===== src/hdl/baud_gen_pkg.sv =====
// Package: register map, field positions, reset values and mode constants
// for the serial baud rate generator.
// Assumes a 32-bit AXI4-Lite register bus with word-aligned registers.

package baud_gen_pkg;

    // ------------------------------------------------------------
    // Register indices and byte addresses
    // ------------------------------------------------------------
    localparam logic [7:0] RCV_CTRL_IDX = 8'h18;
    localparam logic [7:0] XMT_CTRL_IDX = 8'h98;
    localparam logic [7:0] DIVISOR_IDX = 8'h99;
    localparam logic [11:0] RCV_CTRL_ADDR = 12'(4 * RCV_CTRL_IDX);
    localparam logic [11:0] XMT_CTRL_ADDR = 12'(4 * XMT_CTRL_IDX);
    localparam logic [11:0] DIVISOR_ADDR = 12'(4 * DIVISOR_IDX);
    localparam logic [11:0] STATUS_ADDR = 12'h400;

    // ------------------------------------------------------------
    // Field positions
    // ------------------------------------------------------------
    localparam int XMT_MASTER_BIT = 7;
    localparam int XMT_SYNC_BIT = 4;
    localparam int XMT_HIGH_SPEED_BIT = 2;
    localparam int XMT_EMPTY_BIT = 1;
    localparam int RCV_PORT_EN_BIT = 7;

    // ------------------------------------------------------------
    // Reset values and masks
    // ------------------------------------------------------------
    localparam logic [7:0] XMT_CTRL_RESET = 8'h02;
    localparam logic [7:0] XMT_CTRL_WMASK = 8'hF5;
    localparam logic [7:0] RCV_CTRL_RESET = 8'h00;
    localparam logic [7:0] RCV_CTRL_WMASK = 8'hF8;
    localparam logic [7:0] DIVISOR_RESET = 8'h00;

    // ------------------------------------------------------------
    // Terminal counts of the prescale stage (divide ratio is value plus one)
    // ------------------------------------------------------------
    localparam logic [5:0] PRE_LOW_SPEED = 6'h3F;
    localparam logic [5:0] PRE_HIGH_SPEED = 6'h0F;
    localparam logic [5:0] PRE_SYNC = 6'h03;
    localparam int VOTE_SAMPLES = 3;

    localparam logic [1:0] RESP_OKAY = 2'h0;
    localparam logic [1:0] RESP_SLVERR = 2'h2;

    typedef enum logic [1:0] {
        MODE_ASYNC_LOW,
        MODE_ASYNC_HIGH,
        MODE_SYNC_MASTER,
        MODE_SYNC_SLAVE
    } rate_mode_t;

endpackage : baud_gen_pkg


===== src/hdl/serial_baud_rate_generator.sv =====
// Serial baud rate generator with AXI4-Lite registers and receive
// majority detector.
// Assumes clk at 200 MHz stands for the oscillator; rst synchronous high.
// Assumes shift_empty comes from a transmitter outside this block and
// that the receive pin is already synchronous to clk.
//
// Notes on behaviour
// Free-running 8-bit timer, period from divisor
// Async low speed: clock over 64(X+1)
// Async high speed: clock over 16(X+1)
// Sync mode: clock over 4(X+1)
// High-speed select ignored in sync mode
// High-speed select is transmit control bit 2
// Sync rate applies only as internal-clock master; async rates ignore the master bit
// Divisor write clears the generator timer
// Divisor accepts any value 0 to 255
// Divisor clears to zero on reset
// Receive pin level by three-sample majority
// Software picks nearest divisor, prefers high speed
// Async tick is 16x or 64x sample clock
// Sync bit 4 cleared selects async mode
// Tick at terminal count, reload, repeat
//
// The AXI4-Lite slave port was left to the implementer.
`timescale 1ns/1ps
`default_nettype none

module serial_baud_rate_generator #(
    parameter int DIV_WIDTH = 8
) (
    input wire logic clk, // Core clock
    input wire logic rst, // Synchronous reset, high
    input wire logic [11:0] s_axi_awaddr, // Write address
    input wire logic s_axi_awvalid, // Write address valid
    output logic s_axi_awready, // Write address ready
    input wire logic [31:0] s_axi_wdata, // Write data
    input wire logic [3:0] s_axi_wstrb, // Write strobes
    input wire logic s_axi_wvalid, // Write data valid
    output logic s_axi_wready, // Write data ready
    output logic [1:0] s_axi_bresp, // Write response
    output logic s_axi_bvalid, // Write response valid
    input wire logic s_axi_bready, // Write response ready
    input wire logic [11:0] s_axi_araddr, // Read address
    input wire logic s_axi_arvalid, // Read address valid
    output logic s_axi_arready, // Read address ready
    output logic [31:0] s_axi_rdata, // Read data
    output logic [1:0] s_axi_rresp, // Read response
    output logic s_axi_rvalid, // Read data valid
    input wire logic s_axi_rready, // Read data ready
    input wire logic receive_data_pin, // Receive data pin level
    input wire logic shift_empty, // Transmit shift register empty
    output logic sample_tick, // One-cycle rate tick
    output logic rx_level // Voted receive level
);

    // ------------------------------------------------------------
    // State
    // ------------------------------------------------------------
    localparam int VOTE_N = baud_gen_pkg::VOTE_SAMPLES;

    typedef struct packed {
        logic [7:0] xmt_ctrl;
        logic [7:0] rcv_ctrl;
        logic [DIV_WIDTH-1:0] divisor;
        logic [5:0] pre_cnt;
        logic [DIV_WIDTH-1:0] div_cnt;
        logic tick;
        logic [VOTE_N-1:0] samples;
        logic level;
        logic aw_held;
        logic [11:0] aw_addr;
        logic w_held;
        logic [31:0] w_data;
        logic [3:0] w_strb;
        logic bvalid;
        logic [1:0] bresp;
        logic rvalid;
        logic [31:0] rdata;
        logic [1:0] rresp;
    } state_t;

    state_t cur_ff;
    state_t nxt_ff;
    baud_gen_pkg::rate_mode_t mode;
    logic [5:0] pre_top;
    logic do_write;
    logic do_read;
    logic running;
    logic pre_wrap;
    logic div_wrap;
    logic wr_xmt_sel;
    logic wr_rcv_sel;
    logic wr_div_sel;
    logic wr_mapped;
    logic [7:0] xmt_wval;
    logic [31:0] rd_word;
    logic [1:0] rd_resp;
    logic vote;

    // ------------------------------------------------------------
    // Mode decode
    // ------------------------------------------------------------
    always_comb begin
        if (!cur_ff.xmt_ctrl[baud_gen_pkg::XMT_SYNC_BIT]) begin
            mode = cur_ff.xmt_ctrl[baud_gen_pkg::XMT_HIGH_SPEED_BIT] ?
                baud_gen_pkg::MODE_ASYNC_HIGH : baud_gen_pkg::MODE_ASYNC_LOW;
        end else if (cur_ff.xmt_ctrl[baud_gen_pkg::XMT_MASTER_BIT]) begin
            mode = baud_gen_pkg::MODE_SYNC_MASTER;
        end else begin
            mode = baud_gen_pkg::MODE_SYNC_SLAVE;
        end
        case (mode)
            baud_gen_pkg::MODE_ASYNC_LOW: begin
                pre_top = baud_gen_pkg::PRE_LOW_SPEED;
            end
            baud_gen_pkg::MODE_ASYNC_HIGH: begin
                pre_top = baud_gen_pkg::PRE_HIGH_SPEED;
            end
            baud_gen_pkg::MODE_SYNC_MASTER: begin
                pre_top = baud_gen_pkg::PRE_SYNC;
            end
            default: begin
                pre_top = baud_gen_pkg::PRE_SYNC;
            end
        endcase
        // External clock in sync slave: the generator stands still
        running = (mode != baud_gen_pkg::MODE_SYNC_SLAVE);
    end

    // ------------------------------------------------------------
    // Rate timer limits
    // ------------------------------------------------------------
    // Compared with >= so a count above a freshly lowered limit wraps at once
    assign pre_wrap = (cur_ff.pre_cnt >= pre_top);
    assign div_wrap = (cur_ff.div_cnt >= cur_ff.divisor);

    // ------------------------------------------------------------
    // Register decode
    // ------------------------------------------------------------
    // Write target from the held address; unmapped writes answer with an error
    always_comb begin
        wr_xmt_sel = 1'b0;
        wr_rcv_sel = 1'b0;
        wr_div_sel = 1'b0;
        case ({cur_ff.aw_addr[11:2], 2'b00})
            baud_gen_pkg::XMT_CTRL_ADDR: begin
                wr_xmt_sel = 1'b1;
            end
            baud_gen_pkg::RCV_CTRL_ADDR: begin
                wr_rcv_sel = 1'b1;
            end
            baud_gen_pkg::DIVISOR_ADDR: begin
                wr_div_sel = 1'b1;
            end
            default: begin
                wr_xmt_sel = 1'b0;
            end
        endcase
        wr_mapped = wr_xmt_sel | wr_rcv_sel | wr_div_sel;
        // Bit 1 mirrors the shift register, bit 3 stays zero
        xmt_wval = (cur_ff.w_data[7:0] & baud_gen_pkg::XMT_CTRL_WMASK)
            | {6'h00, shift_empty, 1'b0};
    end

    // Read word for the requested address; unmapped reads return zero
    always_comb begin
        rd_resp = baud_gen_pkg::RESP_OKAY;
        case ({s_axi_araddr[11:2], 2'b00})
            baud_gen_pkg::XMT_CTRL_ADDR: begin
                rd_word = {24'h000000, cur_ff.xmt_ctrl};
            end
            baud_gen_pkg::RCV_CTRL_ADDR: begin
                rd_word = {24'h000000, cur_ff.rcv_ctrl};
            end
            baud_gen_pkg::DIVISOR_ADDR: begin
                rd_word = 32'(cur_ff.divisor);
            end
            baud_gen_pkg::STATUS_ADDR: begin
                rd_word = {22'h0, cur_ff.level, 8'(cur_ff.div_cnt), 1'b0};
            end
            default: begin
                rd_word = 32'h00000000;
                rd_resp = baud_gen_pkg::RESP_SLVERR;
            end
        endcase
    end

    // ------------------------------------------------------------
    // Receive vote
    // ------------------------------------------------------------
    // Two of three samples decide, so one stray sample cannot flip the level
    assign vote = (cur_ff.samples[0] & cur_ff.samples[1]) |
                  (cur_ff.samples[1] & cur_ff.samples[2]) |
                  (cur_ff.samples[0] & cur_ff.samples[2]);

    // ------------------------------------------------------------
    // Bus handshakes
    // ------------------------------------------------------------
    // A write commits once address and data are held and the last answer is gone
    assign do_write = cur_ff.aw_held && cur_ff.w_held && !cur_ff.bvalid;
    // A read is taken only while no read data is waiting
    assign do_read = s_axi_arvalid && !cur_ff.rvalid;

    // ------------------------------------------------------------
    // Next state
    // ------------------------------------------------------------
    always_comb begin
        nxt_ff = cur_ff;
        nxt_ff.tick = 1'b0;

        // Rate timer: prescale then divisor count, ticks every (X+1)*N
        if (running) begin
            if (pre_wrap) begin
                nxt_ff.pre_cnt = 6'h00;
                if (div_wrap) begin
                    nxt_ff.div_cnt = '0;
                    nxt_ff.tick = 1'b1;
                end else begin
                    nxt_ff.div_cnt = DIV_WIDTH'(cur_ff.div_cnt + 1'b1);
                end
            end else begin
                nxt_ff.pre_cnt = 6'(cur_ff.pre_cnt + 6'h01);
            end
        end else begin
            nxt_ff.pre_cnt = 6'h00;
            nxt_ff.div_cnt = '0;
        end

        // Receive pin history and voted level
        nxt_ff.samples = {cur_ff.samples[VOTE_N-2:0], receive_data_pin};
        nxt_ff.level = vote;

        // Status bit follows the transmit shift register
        nxt_ff.xmt_ctrl[baud_gen_pkg::XMT_EMPTY_BIT] = shift_empty;

        // Write channel capture
        if (s_axi_awvalid && !cur_ff.aw_held) begin
            nxt_ff.aw_held = 1'b1;
            nxt_ff.aw_addr = s_axi_awaddr;
        end
        if (s_axi_wvalid && !cur_ff.w_held) begin
            nxt_ff.w_held = 1'b1;
            nxt_ff.w_data = s_axi_wdata;
            nxt_ff.w_strb = s_axi_wstrb;
        end
        if (do_write) begin
            nxt_ff.aw_held = 1'b0;
            nxt_ff.w_held = 1'b0;
            nxt_ff.bvalid = 1'b1;
            if (wr_mapped) begin
                nxt_ff.bresp = baud_gen_pkg::RESP_OKAY;
            end else begin
                nxt_ff.bresp = baud_gen_pkg::RESP_SLVERR;
            end
            if (cur_ff.w_strb[0] && wr_xmt_sel) begin
                nxt_ff.xmt_ctrl = xmt_wval;
            end
            if (cur_ff.w_strb[0] && wr_rcv_sel) begin
                nxt_ff.rcv_ctrl = cur_ff.w_data[7:0] & baud_gen_pkg::RCV_CTRL_WMASK;
            end
            // New divisor restarts the count from zero
            if (cur_ff.w_strb[0] && wr_div_sel) begin
                nxt_ff.divisor = cur_ff.w_data[DIV_WIDTH-1:0];
                nxt_ff.div_cnt = '0;
                nxt_ff.pre_cnt = 6'h00;
                nxt_ff.tick = 1'b0;
            end
        end
        if (cur_ff.bvalid && s_axi_bready) begin
            nxt_ff.bvalid = 1'b0;
        end

        // Read channel: data is captured at the address handshake
        if (do_read) begin
            nxt_ff.rvalid = 1'b1;
            nxt_ff.rresp = rd_resp;
            nxt_ff.rdata = rd_word;
        end else if (cur_ff.rvalid && s_axi_rready) begin
            nxt_ff.rvalid = 1'b0;
        end

        if (rst) begin
            nxt_ff = '0;
            nxt_ff.xmt_ctrl = baud_gen_pkg::XMT_CTRL_RESET;
            nxt_ff.rcv_ctrl = baud_gen_pkg::RCV_CTRL_RESET;
            nxt_ff.divisor = baud_gen_pkg::DIVISOR_RESET;
            nxt_ff.samples = '1;
            nxt_ff.level = 1'b1;
        end
    end

    always_ff @(posedge clk) begin
        cur_ff <= nxt_ff;
    end

    // ------------------------------------------------------------
    // Outputs
    // ------------------------------------------------------------
    assign s_axi_awready = !cur_ff.aw_held;
    assign s_axi_wready = !cur_ff.w_held;
    assign s_axi_bvalid = cur_ff.bvalid;
    assign s_axi_bresp = cur_ff.bresp;
    assign s_axi_arready = !cur_ff.rvalid;
    assign s_axi_rvalid = cur_ff.rvalid;
    assign s_axi_rdata = cur_ff.rdata;
    assign s_axi_rresp = cur_ff.rresp;
    assign sample_tick = cur_ff.tick;
    assign rx_level = cur_ff.level;

endmodule : serial_baud_rate_generator

`default_nettype wire


===== config.mk =====
export PLATFORM = sky130hd
export DESIGN_NAME = serial_baud_rate_generator
export DESIGN_NICKNAME = d
export VERILOG_FILES = /design/src/hdl/baud_gen_pkg.sv /design/src/hdl/serial_baud_rate_generator.sv
export SDC_FILE = /design/constraint.sdc
export NUM_CORES = 1
export LEC_CHECK = 0
export ABC_CLOCK_PERIOD_IN_PS = 4350
export BUFFER_PORTS_ARGS = -buffer_cell sky130_fd_sc_hd__buf_2
export CORE_MARGIN = 1
export CORE_UTILIZATION = 51
export CTS_CLUSTER_DIAMETER = 40
export CTS_CLUSTER_SIZE = 24
export DETAILED_ROUTE_END_ITERATION = 8
export GPL_ROUTABILITY_DRIVEN = 0
export PLACE_DENSITY_LB_ADDON = 0.15
export SETUP_SLACK_MARGIN = 0.02
export SLEW_MARGIN = 25
export SYNTH_ARGS = -nofsm -noshare
export SYNTH_HDL_FRONTEND = slang
export SYNTH_SLANG_ARGS = --single-unit

===== constraint.sdc =====
create_clock -name clk -period 4.35 [get_ports clk]
set_input_delay 0.435 -clock clk [delete_from_list [all_inputs] [get_ports clk]]
set_output_delay 0.435 -clock clk [all_outputs]
set_load 0.1 [all_outputs]

## Word-level counts from Yosys, hierarchy flattened

Index checks and enable logic that the tools add are counted.

| storage, ports and cells | value |
|---|---|
| bits in registers | 101 |
| bits in latches | 0 |
| bits in writable memories | 0 |
| bits in read-only memories | 0 |
| input port bits | 69 |
| output and inout bits | 43 |
| word-level logic and storage cells | 84 |
| memories kept | 0 |

| operators by class | value |
|---|---|
| add/sub/neg operators | 2 |
| multipliers | 0 |
| divide/modulo/power cells | 0 |
| $lt $le $gt $ge | 2 |
| eq/ne operators | 9 |
| shift operators | 0 |
| multiplexer cells | 22 |
| bitwise operators | 8 |
| reductions and logical operators | 22 |

Operators with widths:

| operator | count |
|---|---|
| $eq A10 B8 Y1 const B | 4 |
| $pmux W10 S4 | 1 |
| $mux W33 | 1 |
| $mux W23 | 1 |
| $eq A10 B5 Y1 const B | 2 |
| $mux W8 | 2 |
| $mux W14 | 1 |
| $pmux W6 S2 | 1 |
| $eq A10 B9 Y1 const B | 1 |
| $logic_and A1 B1 Y1 | 10 |
| $mux W1 | 9 |
| $mux W9 | 1 |
| $add A8 B1 Y8 const B | 1 |
| $ge A8 B8 Y1 | 1 |
| $mux W2 | 4 |
| $or A8 B2 Y8 | 1 |
| $add A6 B1 Y6 const B | 1 |
| $ge A6 B6 Y1 | 1 |
| $mux W6 | 1 |
| $reduce_and A2 Y1 | 3 |
| $logic_not A1 Y1 | 4 |
| $or A1 B1 Y1 | 4 |
| $reduce_or A2 Y1 | 2 |
| $reduce_or A4 Y1 | 1 |
| other kinds (5) | 7 |

## Depth between registers and ports, before layout

Gate-level depths: netlist (run 1).

| logic depth | value |
|---|---|
| word-level depth | 9 |
| mapped depth | 8 |
| depth with buffers taken out | 7 |

## Least setup slack after synthesis (run 1)

Ideal clock, no wire load.

| timing | value |
|---|---|
| kind | register -> register |
| start | reg cur_ff, in the netlist s_axi_rvalid |
| end | reg cur_ff, in the netlist s_axi_rdata[1] |
| library setup time | 65 ps |
| data arrival time | 2325 ps |
| required time | 4285 ps |
| setup slack | 1960 ps |
| cell stages (with the launch flop) | 5 |
| buffers on the path | 0 |
| period minus slack after synthesis | 2390 ps |
| path through | dfxtp_1 -> inv_1 -> nand2_1 -> a22oi_1 -> nor2_1 |

| on the way | value |
|---|---|
| longest elaborated chain between the ends | 2 |

RTL lines:

| element | line | RTL |
|---|---|---|
| start, declared | serial_baud_rate_generator.sv:82 | `state_t cur_ff;` |
| start signal, assigned | serial_baud_rate_generator.sv:293 | `cur_ff <= nxt_ff;` |
| $logic_not A1 Y1 | n/a |  |
| via s_axi_arready | serial_baud_rate_generator.sv:45 | `output logic s_axi_arready,` |
| $logic_and A1 B1 Y1 | serial_baud_rate_generator.sv:202 | `assign do_read = s_axi_arvalid && !cur_ff.rvalid;` |

The timed path passes the listed nets, and every way through them passes these cells.
A chain may end at the register's enable or synchronous reset.

## Final worst setup path (run 1)

| timing | value |
|---|---|
| start | reg cur_ff[93] (netlist name) |
| end | reg cur_ff[100] (netlist name) |

| on the way | value |
|---|---|
| longest elaborated chain between the ends | 6 |
| elaborated cells on any way between the ends | 7 |
| those cells by class | add/sub: 1; order compare: 1; mux: 5 |

RTL lines:

| element | line | RTL |
|---|---|---|
| $add A8 B1 Y8 or $ge A8 B8 Y1 (tied branches) | serial_baud_rate_generator.sv:219, serial_baud_rate_generator.sv:135 |  |
| $mux W8 (*) | serial_baud_rate_generator.sv:215 | `if (div_wrap) begin` |
| $mux W9 (*) | serial_baud_rate_generator.sv:213 | `if (pre_wrap) begin` |
| $mux W14 (*) | serial_baud_rate_generator.sv:212 | `if (running) begin` |
| $mux W23 | serial_baud_rate_generator.sv:262 | `if (cur_ff.w_strb[0] && wr_div_sel) begin` |
| $mux W33 (*) | serial_baud_rate_generator.sv:246 | `if (do_write) begin` |

Mark *: on every way between the ends. The rest lies on a longest branch, timed or not.

==> flow_summary.ini, run 1 <==
[grt]
grt_pass1_vias = 2621
grt_pass1_wl_um = 12100
grt_max_degree = 61
grt.overflow.total = 0
antenna_found_initial = 0
track_usage = 0.210

[logic_synthesis]
ys.warnings.count = 0
async_reset_ff_frac = 0
synth_mux_area_frac = 0.0710
synth_seq_area_share = 0.410
synth_top_family_by_area = simple AND/OR/NAND/NOR gates
ys_ff_latch = 74
ys.flop_type = dfxtp_1
synth_compound_area_frac = 0.124
synthAdderAreaFrac = 0.0485
synth_area_um2 = 3610
synth-simple-area-share = 0.225
synth.avg_cell_area_um2 = 8.53
synth-xor-area-share = 0.00969
synth_cell_types = 47
synth_edf_count = 0
synth_cells = 424

[clock_network]
cts-root-buf = clkbuf_8
clkTransAtPathRegs_ns = 0.08
clock_latency_ns = 0.35
cts_inserted_buffers = 9
cts.sinks = 74
clockBufferDepth = 2
htreeDepth = 3
cts_tree = yes
hold_buffers = 0
post_cts_resized = 0
post_cts_buffers = 0

[pwr]
ir_worst_vdd_v = 0.000230
p_leak_nw = 1.72
power.density_nw_per_um2 = 357

[place]
io_buffers = 56
hpwl_um = 5280
dpl.cell_count = 545

[timing]
tns_ns = 0
fin_crit_ns = 2.77
setup_viol = 0
finalCritPeriodShare = 0.636
slew_headroom = 0.464
hold_violations = 0
tightest_slew_ns = 0.802
rsz0062_at_grt = no
slew_violations = 0
fmax_mhz = 361
fin_skew_ns = 0.00658

[setup_path]
crit_family = compound AO/OA/AOI/OAI gates
crit_slowest_cell = a211oi_2
crit_chain = inv_1, ha_1, nand2b_1, a2111o_1, a211oi_2, or4b_1, a21oi_1
required_ns = 4.63
worstPathMaxFanout = 14
critical-path-max-stage-delay_ns = 0.68
cp_num_buf_inv = 1
cp.arrival_ns = 3.05
r2r_slack_ns = 1.58
worst_setup_path_start_kind = register
critical_path_class = register to register
crit_path_end_kind = register

[finish]
n_antenna_cell = 0
layout_commonest_cell = dfxtp_1
post_layout_nonfiller_instances = 562
drive_above_1_share = 0.185
syn2layout_area_growth_pct = 9.24
nFillCells = 659
nets = 544
final_cell_mix = 74 x dfxtp_1, 64 x nand2_1, 55 x buf_2

[worst_hold_path]
min_path_type = input pin to register

[job]
max-cap-violations = 0

[routing]
totalWireLength_um = 7360
drc = 0
via_per_inst = 5.13
drt_iter0_markers = 118
wl_per_cell_um = 13.1
dr.pass1.iters = 4
drt.antenna.violating_nets = 0
vias = 2881

[floorplan]
die_y_um = 86.2
die_area_um2 = 7430
start_util = 0.529
ios = 112
rows = 30
coreArea_um2 = 6830
die_x_um = 86.2

[status]
outcome = finished, final reports clean
## state kept, by name (all words and copies together), names as in the netlist
signal / cells
cur_ff: 58
rx_level: 1
s_axi_bresp: 1
s_axi_bvalid: 1
s_axi_rdata: 10
s_axi_rresp: 1
s_axi_rvalid: 1
sample_tick: 1
## stage by stage
step           power (mW)  setup WS, ns  utilization  hold slack, ns  area, um2
4_1_cts              1.42          1.56        0.577           0.252       3940
6_report             1.41          1.58        0.578           0.261       3950
3_3_place_gp        0.932          1.64        0.550           0.424       3760
5_1_grt              1.47          1.38        0.578           0.248       3950
2_1_floorplan       0.918          1.96            -           0.413       3700
3_5_place_dp        0.935          1.59        0.550           0.430       3760
## cell type report
cell class | count | area, um2 | area share
tap | 96 | 120 | 0.0304
inverter | 15 | 56.3 | 0.0143
clock inverter | 5 | 28.8 | 0.00729
multi-input combinational | 304 | 1820 | 0.461
sequential | 74 | 1480 | 0.375
clock buffer | 11 | 151 | 0.0383
timing repair buffer | 57 | 290 | 0.0735
## worst paths after layout
check                       to          from  depth (start not counted)
setup / recovery   cur_ff[100]    cur_ff[93]                          7
hold / removal    s_axi_rvalid  s_axi_rready                          2
setup reg to reg   cur_ff[100]    cur_ff[93]                          7
hold reg to reg     cur_ff[91]    cur_ff[90]                          1
## routing by layer
| metal | share of wire | GRT usage | vias up |
|---|---|---|---|
| met5 | 0 | 0 | - |
| met4 | 0.018 | 0.103 | 0 |
| met3 | 0.031 | 0.0400 | 12 |
| met2 | 0.47 | 0.341 | 55 |
| met1 | 0.48 | 0.267 | 1343 |
| li1 | - | - | 1471 |
## cells in the mapped netlist, types with 4 or more instances
master     count  area share
dfxtp_1       74        0.41
nand2_1       64       0.066
a21oi_1       37       0.051
nor2_1        37       0.038
buf_4         36       0.075
mux2i_1       20       0.055
inv_1         15       0.016
clkbuf_1      14       0.015
ha_1          14       0.048
and3_1        11       0.019
nand3_1       10       0.014
nor3_1         8       0.011
or2_2          6       0.010
a31oi_1        5      0.0087
and2_1         5      0.0087
mux2_2         5       0.016
o2111ai_1      5       0.012
a22o_1         4      0.0097
buf_2          4      0.0055
nand4_1        4      0.0069
nor2b_1        4      0.0069
o21ai_0        4      0.0055
## power by group
group / switching [mW] / internal [mW] / total, mW
clock: 0.254 / 0.235 / 0.489
sequential: 0.0139 / 0.696 / 0.710
combinational: 0.175 / 0.0350 / 0.210
total: 0.443 / 0.966 / 1.41
## cells by family after synthesis
family                   after synthesis
flip-flops                            74
multiplexers                          25
XOR/XNOR                               4
adder cells (fa/ha/maj)               14
AND/OR/NAND/NOR                      167
buffers and inverters                 69
AO/OA/AOI/OAI                         70
other                                  1
(Power assumes the default switching activity.)
==> inputs of run 2 (changes only) <==
ABC_CLOCK_PERIOD_IN_PS = 2500   (was 4350)
CORE_UTILIZATION = 46   (was 51)
clock period = 2.5 ns   (was 4.35 ns; I/O delays follow)
==> run 2 against run 1 <==
  * Total power grew 86%
  * Combinational power grew 76%
  * Worst setup slack lost 1.3 ns
  * Final area grew 2.7%
  * Wire length grew 0.67%
  * Flip-flop and latch count is the same
  * Hold slack lost 0.18 ns
  * Clock-buffer cell count shrank 1
  * Critical path depth is the same
  * Via count grew 2.0%
  * Clock power grew 110%
==> flow_summary.ini, run 2 (synthesis results as in run 1) <==
[grt]
antenna_found_initial = 0
grt_pass1_vias = 2654
track_usage = 0.189
grt_pass1_wl_um = 12500
grt.overflow.total = 0
grt_max_degree = 34

[finish]
nFillCells = 742
layout_commonest_cell = dfxtp_1
register_area_um2 = 1480
final_cell_mix = 74 x dfxtp_1, 64 x nand2_1, 56 x buf_2
multiInputGateArea_um2 = 1820
top_register = cur_ff
n_antenna_cell = 0
drive_above_1_share = 0.198
syn2layout_area_growth_pct = 12.2
largest_reg_flops = 58
nets = 553

[pwr]
power_switching_share = 0.298
clockPowerShare = 0.388
ir_worst_vdd_v = 0.000316
comb_power_share = 0.141
power.density_nw_per_um2 = 646
power_switching_mw = 0.780
p_int_mw = 1.84
p_seq_frac = 0.471
p_leak_nw = 1.77

[clock_network]
clockBufferDepth = 2
post_cts_buffers = 0
clkTransAtPathRegs_ns = 0.08
hold_buffers = 0
clock_latency_ns = 0.34
cts.sinks = 74
htreeDepth = 3
cts-root-buf = clkbuf_8
post_cts_resized = 0
cts_tree = yes
cts_inserted_buffers = 9

[floorplan]
start_util = 0.488
coreArea_um2 = 7410
die_area_um2 = 8220
ios = 112
die_x_um = 90.6
rows = 31
die_y_um = 90.6

[timing]
fmax_mhz = 458
fin_skew_ns = 0.0117
slew_violations = 0
worst_hold_slack_ns = 0.0814
tightest_slew_ns = 0.631
setup_viol = 0
rsz0062_at_grt = no
fin_crit_ns = 2.18
setup_ws_ns = 0.315
tns_ns = 0
hold_violations = 0
slew_headroom = 0.578
finalCritPeriodShare = 0.874

[routing]
drt.antenna.violating_nets = 0
wl_per_cell_um = 12.9
drc = 0
drt_iter0_markers = 111
totalWireLength_um = 7410
vias = 2940
via_per_inst = 5.12
dr.pass1.iters = 4

[place]
hpwl_um = 5490
place_ws_ns = 0.324
io_buffers = 56

[setup_path]
reg2reg_depth = 7
crit_path_end_kind = register
worstPathMaxFanout = 5
r2r-start = cur_ff[93]
r2r_slack_ns = 0.32
regToRegEndpoint = cur_ff[100]
required_ns = 2.77
worst_setup_path_start_kind = register
cp.arrival_ns = 2.45
critical_path_class = register to register

[worst_hold_path]
holdPathStages = 2
hp-start = s_axi_rready
min_path_type = input pin to register
whs_endpoint = s_axi_rvalid

[status]
outcome = finished, final reports clean

[job]
max-cap-violations = 0
## run 2: cell types whose count changed in the layout (fill, tap and decap cells not counted), sizes merged
cell,delta
clkinvlp,+1
clkbuf,-1
inv,+1
clkinv,-3
buf,+9
bufinv,+2
## run 2: power groups by stage
stage	clock network [mW]	registers (mW)	logic [mW]
2_1_floorplan	0	1.27	0.326
3_3_place_gp	0	1.26	0.365
3_5_place_dp	0	1.26	0.369
4_1_cts	1.04	1.23	0.370
5_1_grt	1.10	1.24	0.392
6_report	1.02	1.23	0.369
## run 2: worst max-delay path by stage
stage,startpoint,end,slack (ns),depth (start not counted)
after floorplan,s_axi_rvalid,s_axi_rdata[1],0.11,4
after detailed placement,cur_ff[93],cur_ff[100],0.32,7
after CTS,cur_ff[93],cur_ff[100],0.31,7
after global placement,cur_ff[93],cur_ff[100],0.33,7
after global routing,cur_ff[93],cur_ff[100],0.18,7
final,cur_ff[93],cur_ff[100],0.32,7
## run 2: final cells by class
| cell class | instances | area share |
|---|---|---|
| timing repair buffer | 66 | 0.0876 |
| inverter | 15 | 0.0139 |
| clock inverter | 6 | 0.0222 |
| tap | 99 | 0.0305 |
| clock buffer | 10 | 0.0315 |
| multi-input combinational | 304 | 0.449 |
| sequential | 74 | 0.365 |
## run 2: per-layer routing
layer,part of all wire,vias up,GRT usage
li1,-,1492,-
met1,0.49,1398,0.252
met2,0.47,43,0.306
met3,0.027,7,0.0396
met4,0.0097,0,0.0524
met5,0,-,0
## run 2: worst max-delay path, cell delays in order, from the launching register on
cell	delay, ns
dfxtp_1	0.33
inv_1	0.04
ha_1	0.27
nand2b_1	0.14
a2111o_1	0.42
a211oi_2	0.31
or4b_1	0.47
a21oi_1	0.14
## run 2: through the flow
step | instance area, um2 | cells | util | total power, mW
global route | 4060 | 574 | 0.547 | 2.73
floorplan | 3700 | 447 | - | 1.60
CTS | 4060 | 574 | 0.547 | 2.64
finish | 4060 | 574 | 0.547 | 2.62
detailed placement | 3840 | 558 | 0.518 | 1.63
global placement | 3840 | 558 | 0.518 | 1.63
